### config.mk
export PLATFORM = sky130hd
export DESIGN_NAME = cfgh_top
export DESIGN_NICKNAME = d
export VERILOG_FILES = /design/src/logic/cfgh_pkg.sv /design/src/logic/cfgh_dec_if.sv /design/src/logic/cfgh_top.sv /design/src/logic/cfgh_win_dec.sv /design/src/logic/cfgh_word_mem.sv
export VERILOG_INCLUDE_DIRS = /design/src /design/src/logic
export SDC_FILE = /design/constraint.sdc
export NUM_CORES = 1
export LEC_CHECK = 0
export ABC_AREA = 1
export BUFFER_PORTS_ARGS = -buffer_cell sky130_fd_sc_hd__buf_4
export CAP_MARGIN = 20
export CORE_MARGIN = 1
export CORE_UTILIZATION = 60
export DETAILED_ROUTE_END_ITERATION = 8
export HOLD_SLACK_MARGIN = 0.1
export PLACE_DENSITY = 0.78
export SLEW_MARGIN = 30
export SYNTH_ARGS = -nofsm -noshare
export SYNTH_HDL_FRONTEND = slang
export SYNTH_HIERARCHICAL = 1
export SYNTH_SLANG_ARGS = --single-unit
export TNS_END_PERCENT = 5
### constraint.sdc
create_clock -name clk_sys -period 55.5 [get_ports clk_sys]
set_input_delay 2.775 -clock clk_sys [delete_from_list [all_inputs] [get_ports clk_sys]]
set_output_delay 2.775 -clock clk_sys [all_outputs]
set_load 0.02 [all_outputs]
### src/logic/cfgh_defines.svh
// offsets, field positions, reset values and fixed patterns of the header
`ifndef CFGH_DEFINES_SVH
`define CFGH_DEFINES_SVH
// byte offsets of the header words
`define CFGH_OFS_ID        8'h00
`define CFGH_OFS_CMD       8'h04
`define CFGH_OFS_BAR       8'h10
`define CFGH_OFS_RSVD_LO   8'h14
`define CFGH_OFS_RSVD_HI   8'h38
`define CFGH_OFS_INTR      8'h3C
`define CFGH_OFS_HDR_END   8'h40
// command / status field positions
`define CFGH_CMD_MEM_BIT   1
`define CFGH_CMD_PERR_BIT  6
`define CFGH_STAT_DPE_BIT  31
// base address register layout
`define CFGH_BAR_LSB       20
`define CFGH_BAR_MSB       31
`define CFGH_BAR_RST       12'h000
// latency, grant and interrupt word
`define CFGH_MAX_LAT       8'h0F
`define CFGH_MIN_GNT       8'h00
`define CFGH_INT_PIN       8'h01
`define CFGH_INT_LINE_RST  8'h00
// second function storage
`define CFGH_F1_WORDS      16
`define CFGH_F1_RST        32'h0000_0000
`endif

### src/logic/cfgh_pkg.sv
// types shared by the configuration header design
package cfgh_pkg;
  // which function a configuration cycle addresses
  typedef enum logic {CFGH_FN0, CFGH_FN1} cfgh_func_t;
  // configuration access sequencing
  typedef enum logic {CFGH_IDLE, CFGH_RESP} cfgh_acc_t;
endpackage

### src/logic/cfgh_dec_if.sv
// carrier between the header registers and the memory window decoder
`timescale 1ns/1ps
interface cfgh_dec_if;
  logic [31:0] addr;     // memory cycle address
  logic [11:0] base;     // stored window base bits
  logic        mem_en;   // memory space enable
  logic        hit;      // address falls in the window
  modport dec  (input addr, input base, input mem_en, output hit);
  modport regs (output addr, output base, output mem_en, input hit);
endinterface

### src/logic/cfgh_top.sv
// configuration header registers and memory window claim of the controller
`timescale 1ns/1ps
`include "cfgh_defines.svh"

// Summary of operation
// claim memory cycle on base match, enabled
// unimplemented window locations read zero, ignore writes
// base bits 19:4 hardwired zero, 1 MB
// base bit 3 reads zero, not prefetchable
// base bits 2:1 read zero, anywhere
// base bit 0 reads zero, memory space
// words 14h to 38h reserved, zero
// maximum latency field reads constant 0Fh
// minimum grant field reads zero
// interrupt pin field reads constant 01h
// interrupt line held for readback, resets zero
// device-dependent region reads zero, ignores writes
// read-only fields return fixed pattern always
// write-one clears sticky status, zero keeps
// read/write fields return last written value
// second function has sixteen header words
// memory space enable gates window response
// reset restores fields, byte enables mask writes
module cfgh_top #(
  parameter logic [15:0] VENDOR_CODE = 16'h0A5A,  // arbitrary value
  parameter logic [15:0] DEVICE_CODE = 16'h1234,  // arbitrary value
  parameter int          F1_WORDS    = `CFGH_F1_WORDS
) (
  input  wire logic                clk_sys,
  input  wire logic                rst_b,
  input  wire logic                cfg_req,
  input  wire logic                cfg_wr,
  input  wire cfgh_pkg::cfgh_func_t cfg_func,
  input  wire logic [7:0]          cfg_addr,
  input  wire logic [3:0]          cfg_be,
  input  wire logic [31:0]         cfg_wdata,
  output logic                     cfg_ack,
  output logic      [31:0]         cfg_rdata,
  input  wire logic                par_err_evt,
  input  wire logic                mem_req,
  input  wire logic                mem_wr,
  input  wire logic [31:0]         mem_addr,
  input  wire logic                mem_impl,
  input  wire logic [31:0]         mem_core_rdata,
  output logic                     mem_claim,
  output logic                     mem_core_wr,
  output logic                     mem_ack,
  output logic      [31:0]         mem_rdata,
  output logic                     mem_space_en,
  output logic                     perr_resp_en
);
  import cfgh_pkg::*;

  // the second function is addressed by a four-bit word index
  if (F1_WORDS != 16) begin : g_chk_words
    $error("second function must have exactly sixteen words");
  end

  // ------------------------------------------------------------------
  // reset release
  // ------------------------------------------------------------------
  logic rst_s1_r;     // first stage of reset release
  logic rst_n_sync;   // released reset used by everything else

  // rst_b may drop at any moment, but its release is retimed so that no
  // flop leaves reset on a different edge from its neighbours; the cost
  // is two cycles of extra latency after the pin goes high

  // assertion is asynchronous, release waits two edges
  always_ff @(posedge clk_sys or negedge rst_b) begin
    if (!rst_b) begin
      rst_s1_r   <= 1'b0;
      rst_n_sync <= 1'b0;
    end else begin
      rst_s1_r   <= 1'b1;
      rst_n_sync <= rst_s1_r;
    end
  end

  // ------------------------------------------------------------------
  // access decode
  // ------------------------------------------------------------------
  logic       in_header;   // offset inside the 64-byte header
  logic       f0_wr;       // write to the first function
  logic       f1_wr;       // write to the second function
  logic [7:0] ofs;         // dword aligned byte offset

  // the two low address bits never select anything: every access is a
  // whole dword, narrowed only by the byte enables

  always_comb begin
    ofs       = {cfg_addr[7:2], 2'b00};
    // the upper 192 bytes are never decoded
    in_header = (ofs < `CFGH_OFS_HDR_END);
    f0_wr     = cfg_req && cfg_wr && in_header && (cfg_func == CFGH_FN0);
    f1_wr     = cfg_req && cfg_wr && in_header && (cfg_func == CFGH_FN1);
  end

  // ------------------------------------------------------------------
  // first function read/write state
  // ------------------------------------------------------------------
  logic        mem_en_r;      // command: memory space enable
  logic        mem_en_nxt;
  logic        perr_en_r;     // command: parity error response
  logic        perr_en_nxt;
  logic        dpe_r;         // status: detected parity error
  logic        dpe_nxt;
  logic [11:0] bar_r;         // window base bits 31:20
  logic [11:0] bar_nxt;
  logic [7:0]  int_line_r;    // interrupt line routing byte
  logic [7:0]  int_line_nxt;

  // the parity flag is the only state that hardware sets on its own;
  // giving the event priority means an error arriving while software
  // clears an older one is still reported afterwards

  // byte lanes only update where enabled
  always_comb begin
    mem_en_nxt   = mem_en_r;
    perr_en_nxt  = perr_en_r;
    dpe_nxt      = dpe_r;
    bar_nxt      = bar_r;
    int_line_nxt = int_line_r;
    // command byte holds both writable control bits
    if (f0_wr && (ofs == `CFGH_OFS_CMD) && cfg_be[0]) begin
      mem_en_nxt  = cfg_wdata[`CFGH_CMD_MEM_BIT];
      perr_en_nxt = cfg_wdata[`CFGH_CMD_PERR_BIT];
    end
    // writing one clears, writing zero keeps
    if (f0_wr && (ofs == `CFGH_OFS_CMD) && cfg_be[3] &&
        cfg_wdata[`CFGH_STAT_DPE_BIT]) begin
      dpe_nxt = 1'b0;
    end
    // a new error in the clearing cycle must not be lost
    if (par_err_evt) begin
      dpe_nxt = 1'b1;
    end
    // only bits 31:20 of the base are storage
    if (f0_wr && (ofs == `CFGH_OFS_BAR)) begin
      if (cfg_be[2]) begin
        bar_nxt[3:0] = cfg_wdata[23:20];
      end
      if (cfg_be[3]) begin
        bar_nxt[11:4] = cfg_wdata[31:24];
      end
    end
    // interrupt line is the single writable byte here
    if (f0_wr && (ofs == `CFGH_OFS_INTR) && cfg_be[0]) begin
      int_line_nxt = cfg_wdata[7:0];
    end
  end

  // register the first function state
  always_ff @(posedge clk_sys or negedge rst_n_sync) begin
    if (!rst_n_sync) begin
      // reset values; see R18
      mem_en_r   <= 1'b0;
      perr_en_r  <= 1'b0;
      dpe_r      <= 1'b0;
      bar_r      <= `CFGH_BAR_RST;
      int_line_r <= `CFGH_INT_LINE_RST;
    end else begin
      mem_en_r   <= mem_en_nxt;
      perr_en_r  <= perr_en_nxt;
      dpe_r      <= dpe_nxt;
      bar_r      <= bar_nxt;
      int_line_r <= int_line_nxt;
    end
  end

  // ------------------------------------------------------------------
  // second function storage
  // ------------------------------------------------------------------
  logic [31:0] f1_rdata_r;   // registered read of the second function

  // the store reads every cycle with whatever index is on the address;
  // only the value captured at the request edge is ever shown

  // sixteen dword header of its own
  cfgh_word_mem #(
    .WORDS (F1_WORDS)
  ) u_f1_mem (
    .clk_sys    (clk_sys),
    .rst_n_sync (rst_n_sync),
    .wr_en      (f1_wr),
    .idx        (cfg_addr[5:2]),
    .be         (cfg_be),
    .wdata      (cfg_wdata),
    .rdata_r    (f1_rdata_r)
  );

  // ------------------------------------------------------------------
  // first function read mux
  // ------------------------------------------------------------------
  logic [31:0] f0_word;   // word selected for a read

  // the identity word is fixed by parameters and ignores writes; the two
  // words after the command word read zero in this block

  // unused and reserved bits read zero whatever was written
  always_comb begin
    f0_word = 32'h0000_0000;
    if (in_header) begin
      if (ofs == `CFGH_OFS_ID) begin
        f0_word = {DEVICE_CODE, VENDOR_CODE};
      end else if (ofs == `CFGH_OFS_CMD) begin
        f0_word[`CFGH_STAT_DPE_BIT] = dpe_r;
        f0_word[`CFGH_CMD_PERR_BIT] = perr_en_r;
        f0_word[`CFGH_CMD_MEM_BIT]  = mem_en_r;
      end else if (ofs == `CFGH_OFS_BAR) begin
        // low bits stay zero: 1 MB, non-prefetch, 32-bit, memory
        // see R3, see R4, see R5
        f0_word[`CFGH_BAR_MSB:`CFGH_BAR_LSB] = bar_r;
      end else if ((ofs >= `CFGH_OFS_RSVD_LO) &&
                   (ofs <= `CFGH_OFS_RSVD_HI)) begin
        f0_word = 32'h0000_0000;
      end else if (ofs == `CFGH_OFS_INTR) begin
        f0_word = {`CFGH_MAX_LAT,
                   `CFGH_MIN_GNT,
                   `CFGH_INT_PIN,
                   int_line_r};
      end
    end
  end

  // ------------------------------------------------------------------
  // configuration answer sequencing
  // ------------------------------------------------------------------
  cfgh_acc_t   acc_r;        // idle or answering
  cfgh_acc_t   acc_nxt;
  logic        sel_f1_r;     // answer comes from the second function
  logic        sel_f1_nxt;
  logic        hdr_r;        // request hit the implemented header
  logic        hdr_nxt;
  logic [31:0] f0_rdata_r;   // registered first function read data
  logic [31:0] f0_rdata_nxt;

  // a request seen while answering gets no answer of its own: the host
  // must wait for cfg_ack before it asks again

  // every request taken while idle is answered exactly one edge later
  always_comb begin
    acc_nxt      = CFGH_IDLE;
    sel_f1_nxt   = sel_f1_r;
    hdr_nxt      = hdr_r;
    f0_rdata_nxt = f0_rdata_r;
    unique case (acc_r)
      CFGH_IDLE: begin
        if (cfg_req) begin
          acc_nxt      = CFGH_RESP;
          sel_f1_nxt   = (cfg_func == CFGH_FN1);
          hdr_nxt      = in_header;
          f0_rdata_nxt = f0_word;
        end
      end
      CFGH_RESP: begin
        // a request here is refused by the host protocol
        acc_nxt = CFGH_IDLE;
      end
    endcase
  end

  // register the sequencing state
  always_ff @(posedge clk_sys or negedge rst_n_sync) begin
    if (!rst_n_sync) begin
      acc_r      <= CFGH_IDLE;
      sel_f1_r   <= 1'b0;
      hdr_r      <= 1'b0;
      f0_rdata_r <= 32'h0000_0000;
    end else begin
      acc_r      <= acc_nxt;
      sel_f1_r   <= sel_f1_nxt;
      hdr_r      <= hdr_nxt;
      f0_rdata_r <= f0_rdata_nxt;
    end
  end

  // answer mux picks between two registered sources
  always_comb begin
    cfg_ack   = (acc_r == CFGH_RESP);
    cfg_rdata = 32'h0000_0000;
    if (cfg_ack && hdr_r) begin
      cfg_rdata = sel_f1_r ? f1_rdata_r : f0_rdata_r;
    end else if (cfg_ack) begin
      cfg_rdata = 32'h0000_0000;
    end
  end

  // ------------------------------------------------------------------
  // memory window
  // ------------------------------------------------------------------
  cfgh_dec_if dec_bus ();   // decoder connection

  // an unassigned window (base all zero) never claims, so a host that
  // enables memory space before placing the base sees no stray claims

  always_comb begin
    dec_bus.addr   = mem_addr;
    dec_bus.base   = bar_r;
    dec_bus.mem_en = mem_en_r;
  end

  cfgh_win_dec u_dec (
    .d (dec_bus.dec)
  );

  logic        mack_r;       // memory answer strobe
  logic        mack_nxt;
  logic [31:0] mrdata_r;     // memory read data
  logic [31:0] mrdata_nxt;

  // the core is asked for data on every claimed read; locations it does
  // not implement read zero here, so stale core data never leaks out

  // claim is combinational so the target answers in the address phase
  always_comb begin
    mem_claim   = mem_req && dec_bus.hit;
    // writes reach the core only where a location exists
    mem_core_wr = mem_claim && mem_wr && mem_impl;
    mack_nxt    = mem_claim;
    mrdata_nxt  = 32'h0000_0000;
    if (mem_claim && !mem_wr && mem_impl) begin
      mrdata_nxt = mem_core_rdata;
    end else if (mem_claim) begin
      mrdata_nxt = 32'h0000_0000;
    end
  end

  // register the memory answer
  always_ff @(posedge clk_sys or negedge rst_n_sync) begin
    if (!rst_n_sync) begin
      mack_r   <= 1'b0;
      mrdata_r <= 32'h0000_0000;
    end else begin
      mack_r   <= mack_nxt;
      mrdata_r <= mrdata_nxt;
    end
  end

  // control levels out to the rest of the controller
  always_comb begin
    mem_ack      = mack_r;
    mem_rdata    = mrdata_r;
    mem_space_en = mem_en_r;
    perr_resp_en = perr_en_r;
  end
endmodule

### src/logic/cfgh_win_dec.sv
// 1 MB memory window decoder for one function
`timescale 1ns/1ps
module cfgh_win_dec (
  cfgh_dec_if.dec d
);
  import cfgh_pkg::*;

  // an all-zero base means unassigned, so it never claims a cycle
  logic base_set;

  always_comb begin
    base_set = |d.base;
    // see R1
    d.hit = d.mem_en && base_set &&
            (d.addr[31:20] == d.base);
  end
endmodule

### src/logic/cfgh_word_mem.sv
// small word store with byte writes and registered read data
`timescale 1ns/1ps
`include "cfgh_defines.svh"
module cfgh_word_mem #(
  parameter int WORDS = 16
) (
  input  wire logic                     clk_sys,
  input  wire logic                     rst_n_sync,
  input  wire logic                     wr_en,
  input  wire logic [$clog2(WORDS)-1:0] idx,
  input  wire logic [3:0]               be,
  input  wire logic [31:0]              wdata,
  output logic      [31:0]              rdata_r
);
  import cfgh_pkg::*;

  // a single word would leave the index without any bits
  if (WORDS < 2) begin : g_chk_words
    $error("word store needs at least two words");
  end

  logic [31:0] word_r   [WORDS];   // stored words
  logic [31:0] word_nxt [WORDS];   // next stored words
  logic [31:0] rdata_nxt;          // next read data

  // only enabled byte lanes change
  always_comb begin
    for (int w = 0; w < WORDS; w++) begin
      word_nxt[w] = word_r[w];
      for (int b = 0; b < 4; b++) begin
        if (wr_en && be[b] && (idx == w[$clog2(WORDS)-1:0])) begin
          word_nxt[w][8*b +: 8] = wdata[8*b +: 8];
        end
      end
    end
    rdata_nxt = word_r[idx];
  end

  // register the store and the read port
  always_ff @(posedge clk_sys or negedge rst_n_sync) begin
    if (!rst_n_sync) begin
      for (int w = 0; w < WORDS; w++) begin
        word_r[w] <= `CFGH_F1_RST;
      end
      rdata_r <= 32'h0000_0000;
    end else begin
      word_r  <= word_nxt;
      rdata_r <= rdata_nxt;
    end
  end
endmodule

# Yosys cells after proc, flatten, opt, wreduce, memory -nomap -nowiden
# Index checks and enable logic that the tools add are counted.
[totals] in_bits=117 regBits=637 elab_cells=223 output_inout_bits=70
[classes] magnitude_cmp=4 bitwise_logic=3 n_reduce_logical=96 n_eq_ne=19 n_mux=22
[ops] operator="$mux 32" count=8
[ops] operator="$bmux 32 s4" count=1
[ops] operator="$logic_and 1x1->1" count=88
[ops] operator="$eq 4x4->1 const B" count=8
[ops] operator="$mux 28" count=1
[ops] operator="$mux 24" count=1
[ops] operator="$mux 20" count=1
[ops] operator="$eq 4x3->1 const B" count=4
[ops] operator="$eq 12x12->1" count=1
[ops] operator="$mux 12" count=1
[ops] operator="$reduce_or 12->1" count=1
[ops] operator="$eq 4x2->1 const B" count=2
[ops] operator="$ge 8x5->1 const B" count=1
[ops] operator="$le 8x6->1 const B" count=1
[ops] operator="$logic_not 8->1" count=1
[ops] operator="$lt 8x7->1 const B" count=1
[ops] operator="$mux 1" count=7
[ops] operator="$eq 6x1->1 const B" count=1
[ops] operator="$eq 6x3->1 const B" count=1
[ops] operator="$eq 6x4->1 const B" count=1
[ops] operator="$reduce_and 2->1" count=3
[ops] operator="$ge 5x5->1 const B" count=1
[ops] operator="$not 4->5" count=1
[ops] operator="$eq 4x1->1 const B" count=1
[ops] operator="other kinds (6)" count=7

# Longest topological paths before layout
[depth] ltp_word=8 mapped_depth=13 mapped_depth_nobuf=12

# Hierarchy
# Netlist, hierarchy kept.
[modules_own_cells] mod="cfgh_word_mem" instances=1 cells_per_inst=3341 area_each_um2=24873.9 seq_area_each_um2=13613.1
[modules_own_cells] mod="cfgh_top" instances=1 cells_per_inst=449 area_each_um2=3697.3 seq_area_each_um2=2077.0
[modules_own_cells] mod="cfgh_win_dec" instances=1 cells_per_inst=68 area_each_um2=275.3 seq_area_each_um2=0.0

# Worst setup path after synthesis
# No wires, ideal clock.
[synth_path] path_kind="input -> output" startpoint="in mem_addr[21]" endpoint="out mem_core_wr" path_stages=11 path_slack_ps=48933 path_buffers=0 t_arrival_ps=3792 t_required_ps=52725 path_cell_list="inv_1 -> nor2_1 -> nor2_1 -> nand2_1 -> nor2_1 -> nand3_1 -> nor2_1 -> nand2_1 -> inv_1 -> nand2_1 -> nor2_1"
[synth_via] elab_chain_cells=5
[synth_lines] item="start, declared" line="cfgh_top.sv:42" text="input wire logic [31:0] mem_addr,"
[synth_lines] item="$eq 12x12->1" line="cfgh_win_dec.sv:15" text="(d.addr[31:20] == d.base);"
[synth_lines] item="$logic_and 1x1->1" line="cfgh_win_dec.sv:14" text="d.hit = d.mem_en && base_set &&"
[synth_lines] item="net dec_bus.hit" line="cfgh_dec_if.sv:7" text="logic hit;"
[synth_lines] item="$logic_and 1x1->1" line="cfgh_top.sv:317" text="mem_claim = mem_req && dec_bus.hit;"
[synth_lines] item="net mem_claim" line="cfgh_top.sv:45" text="output logic mem_claim,"
[synth_lines] item="$logic_and 1x1->1 (2 in a row)" line="cfgh_top.sv:319" text="mem_core_wr = mem_claim && mem_wr && mem_impl;"
[synth_lines] item="end, declared" line="cfgh_top.sv:46" text="output logic mem_core_wr,"
# The timed path passes the listed nets, and every way through them passes these cells.

# Worst setup path in the final report
[layout_path] startpoint="in mem_addr[21]" endpoint="out mem_core_wr"
[layout_via] elab_chain_cells=5
[layout_lines] item="$eq 12x12->1" line="cfgh_win_dec.sv:15"
[layout_lines] item="$logic_and 1x1->1" line="cfgh_win_dec.sv:14"
[layout_lines] item="net dec_bus.hit" line="cfgh_dec_if.sv:7"
[layout_lines] item="$logic_and 1x1->1" line="cfgh_top.sv:317"
[layout_lines] item="$logic_and 1x1->1 (2 in a row)" line="cfgh_top.sv:319"
# The timed path passes the listed nets, and every way through them passes these cells.

==> results by group <==
Critical path
  • Worst r2r src: rst_n_sync
  • Startpoint Class: primary input
  • CP startpoint: mem_addr[21]
  • Worst EP arrival: 3.86 ns
  • Worst R2R End: u_f1_mem/rdata_r[2]
  • Critical path endpoint: mem_core_wr
  • Crit Path Category: primary input to primary output
  • Reg2reg path depth: 3
  • Crit end category: primary output
  • Critical Path RT: 52.73 ns
  • Setup slack, reg-to-reg: 52.46 ns
  • CP max FO: 4

Power and ir drop
  • Leak pwr: between 15 and 20 nW
  • Cell-internal power: 0.000735 W
  • Max IR drop VDD: ~0.019 mV
  • Pwr dens: 30.0 nW/um^2
  • Gate power share: ~6.2%
  • Clk network pwr share: 44.6%
  • Switching Share: 23.9%
  • Register share of total power: 49.3%
  • Switch Pwr: approximately 0.00023 W

Floorplanning
  • Core Region: 47000 um^2
  • Die X-Extent: between 200 and 250 um
  • Starting Density: 61.4%
  • Std cell rows: 79
  • Die Y: between 200 and 250 um
  • DIE AREA: 49000 um^2
  • I/O pin cnt: 187

Timing
  • Setup ws final: 48.86 ns
  • Worst Skew: 0.0175 ns
  • Crit share post-route: roughly an eighth
  • Final setup viols: 0
  • RSZ-0062 raised after global routing: no
  • Least-Margin Pin Slew: ~1.0 ns
  • Relative slew margins: a little under a third
  • Hold slack: ~0.35 ns
  • Final Max Tran Viols: 0
  • Fmax: 151 MHz
  • Setup_tns: 0 ns
  • Min Tclk post-route: 6.64 ns
  • Fin. Hold Viols: 0

Logic synthesis
  • Syn_area_per_cell: 7.48 um^2
  • Post-Synthesis Cell Area: between 20000 and 30000 um^2
  • Synthesized Nets: 3975
  • Commonest cells in the netlist: nand2_1 (2104), dfrtp_1 (627), o21ai_0 (515)
  • Seq cells post-synth: 627
  • Synth cell types: 30
  • Synth Flop Type: dfrtp_1
  • Most common cell in the netlist: nand2_1
  • Post-synth EDFFs: 0
  • Synth top area cells: dfrtp_1 (54%), nand2_1 (27%), o21ai_0 (8.9%)
  • Ys async rst share: 100%
  • Largest area contributor in the netlist: dfrtp_1
  • Top-area cell type share of the netlist area: 54.4%
  • Cells after Synth: just under 4000
  • Sequential-to-total area share from yosys stat: a little over half
  • Synth warn: 6

Placement
  • HPWL after detailed placement: 45700 um
  • Global placer's final weighted congestion: 0.879
  • Post-Place Worst Slack: ~49 ns
  • Placed Area: roughly 30000 um^2
  • PortBufs: 164

Min path
  • Hold Path Class: register to register

Clock network
  • Clock slew at reported path FFs: approximately 0.060 ns
  • Clk sink count: between 600 and 700
  • Clock latency on the worst-skew pair: 0.61 ns
  • CTS max path bufs: 3
  • # resized after CTS: 0
  • H-tree levels: 3
  • TritonCTS clock tree: yes
  • Post-CTS Setup Bufs: 0
  • TritonCTS buffer count: 66
  • CTS root buf: clkbuf_16
  • Hold_buf cts: 0

Finish
  • Area Growth Syn to Fin: 11.7%
  • Final instance area: roughly 32000 um^2
  • Number of diodes: 0
  • Layout cell share with drive strength beyond 1: 7.61%
  • Final net count: roughly 4000
  • Post-layout util: around two thirds

GRT
  • Total congestion overflow: 0
  • First-pass GRT wire length: between 100000 and 150000 um
  • Largest net degree at the start of global routing: ~100
  • Vias in the first global route: 22800
  • Antenna violations before repair: 1
  • All-Layer GR Usage: 31.0%

Route
  • Post-route ant nets: 0
  • First-pass detailed-route iteration total: 7
  • DRC Markers: 0
  • Drt total wl: 74600 um
  • Routed wire length per instance: 16.4 um
  • Via Count: between 20000 and 25000
  • Drt via density: 5.40
  • DR iter-0 viols: 2876

Run status
  • Status: completed

Job
  • Max_cap viols: 0
-- worst min-delay path by stage --
stage	start	to	slack (ns)	cells after the start
floorplan	rst_s1_r	rst_n_sync	0.33	0
global placement	rst_s1_r	rst_n_sync	0.33	0
detailed placement	rst_s1_r	rst_n_sync	0.34	0
CTS	rst_s1_r	rst_n_sync	0.35	0
global route	rst_s1_r	rst_n_sync	0.37	0
finish	rst_s1_r	rst_n_sync	0.35	0
-- layout make-up --
cell class                      count  area, um^2
Clock buffer                       97        1940
Clock inverter                     16         140
Fill cell                        3931       14700
Inverter                          223         847
Multi-Input combinational cell   2795       11400
Sequential cell                   627       15700
Tap cell                          607         759
Timing Repair Buffer              184        1420
-- layout by cell type (no fill, tap or decap), types with 3 or more instances in the layout --
cell,instances
nand2_1,2104
dfrtp_1,626
o21ai_0,515
inv_1,218
buf_4,176
nor2_1,73
clkbuf_16,69
o21ai_1,29
o22ai_1,25
clkbuf_1,17
nand3_1,15
clkbuf_8,12
clkinv_2,11
nand4_1,9
buf_6,6
nor2_2,4
nand3_2,3
nor2_4,3
-- critical path, cell delays in order --
cell	delay (ns)
buf_4	0.11
inv_1	0.06
nor2_1	0.04
nor2_1	0.10
nand2_1	0.06
nor2_1	0.09
nand3_1	0.09
nor2_1	0.10
nand2_1	0.05
inv_1	0.11
nand2_1	0.06
nor2_1	0.08
buf_4	0.14
-- state kept, by name, summed over array words and instances (netlist names), 8 cells and up --
signal / flops
u_f1_mem/word_r: 512
mem_rdata: 32
u_f1_mem/rdata_r: 32
f0_rdata_r: 22
bar_r: 12
int_line_r: 8
-- power groups by stage --
stage               combinational [W]  sequential, W  clock, W
global route                0.0000671       0.000477  0.000455
floorplan                   0.0000327       0.000488         0
finish                      0.0000596       0.000476  0.000431
CTS                         0.0000592       0.000476  0.000436
global placement            0.0000577       0.000484         0
detailed placement          0.0000588       0.000484         0
-- cells by family after synthesis --
logic type             Yosys count  synth area share (%)
other                            1                0.0130
flip-flops                     627                  54.4
buffers and inverters          436                  6.12
AND/OR/NAND/NOR               2219                  29.3
XOR/XNOR                         1                0.0304
AO/OA/AOI/OAI                  574                  10.1
-- per-layer routing --
metal	share of wire (%)	routed length, um	track usage [%]	up-vias
li1	-	-	-	12000
met1	45	33600	45.8	11500
met2	44	32800	46.7	959
met3	8.8	6600	5.76	103
met4	2.1	1580	9.68	2
met5	0.015	11	0	-
-- stage by stage --
stage          total power (W)  cells
2_1_floorplan         0.000521   3858
3_3_place_gp          0.000541   4435
3_5_place_dp          0.000543   4435
4_1_cts               0.000971   4548
5_1_grt               0.000999   4549
6_report              0.000966   4549
Power figures use the tool's default switching activity.
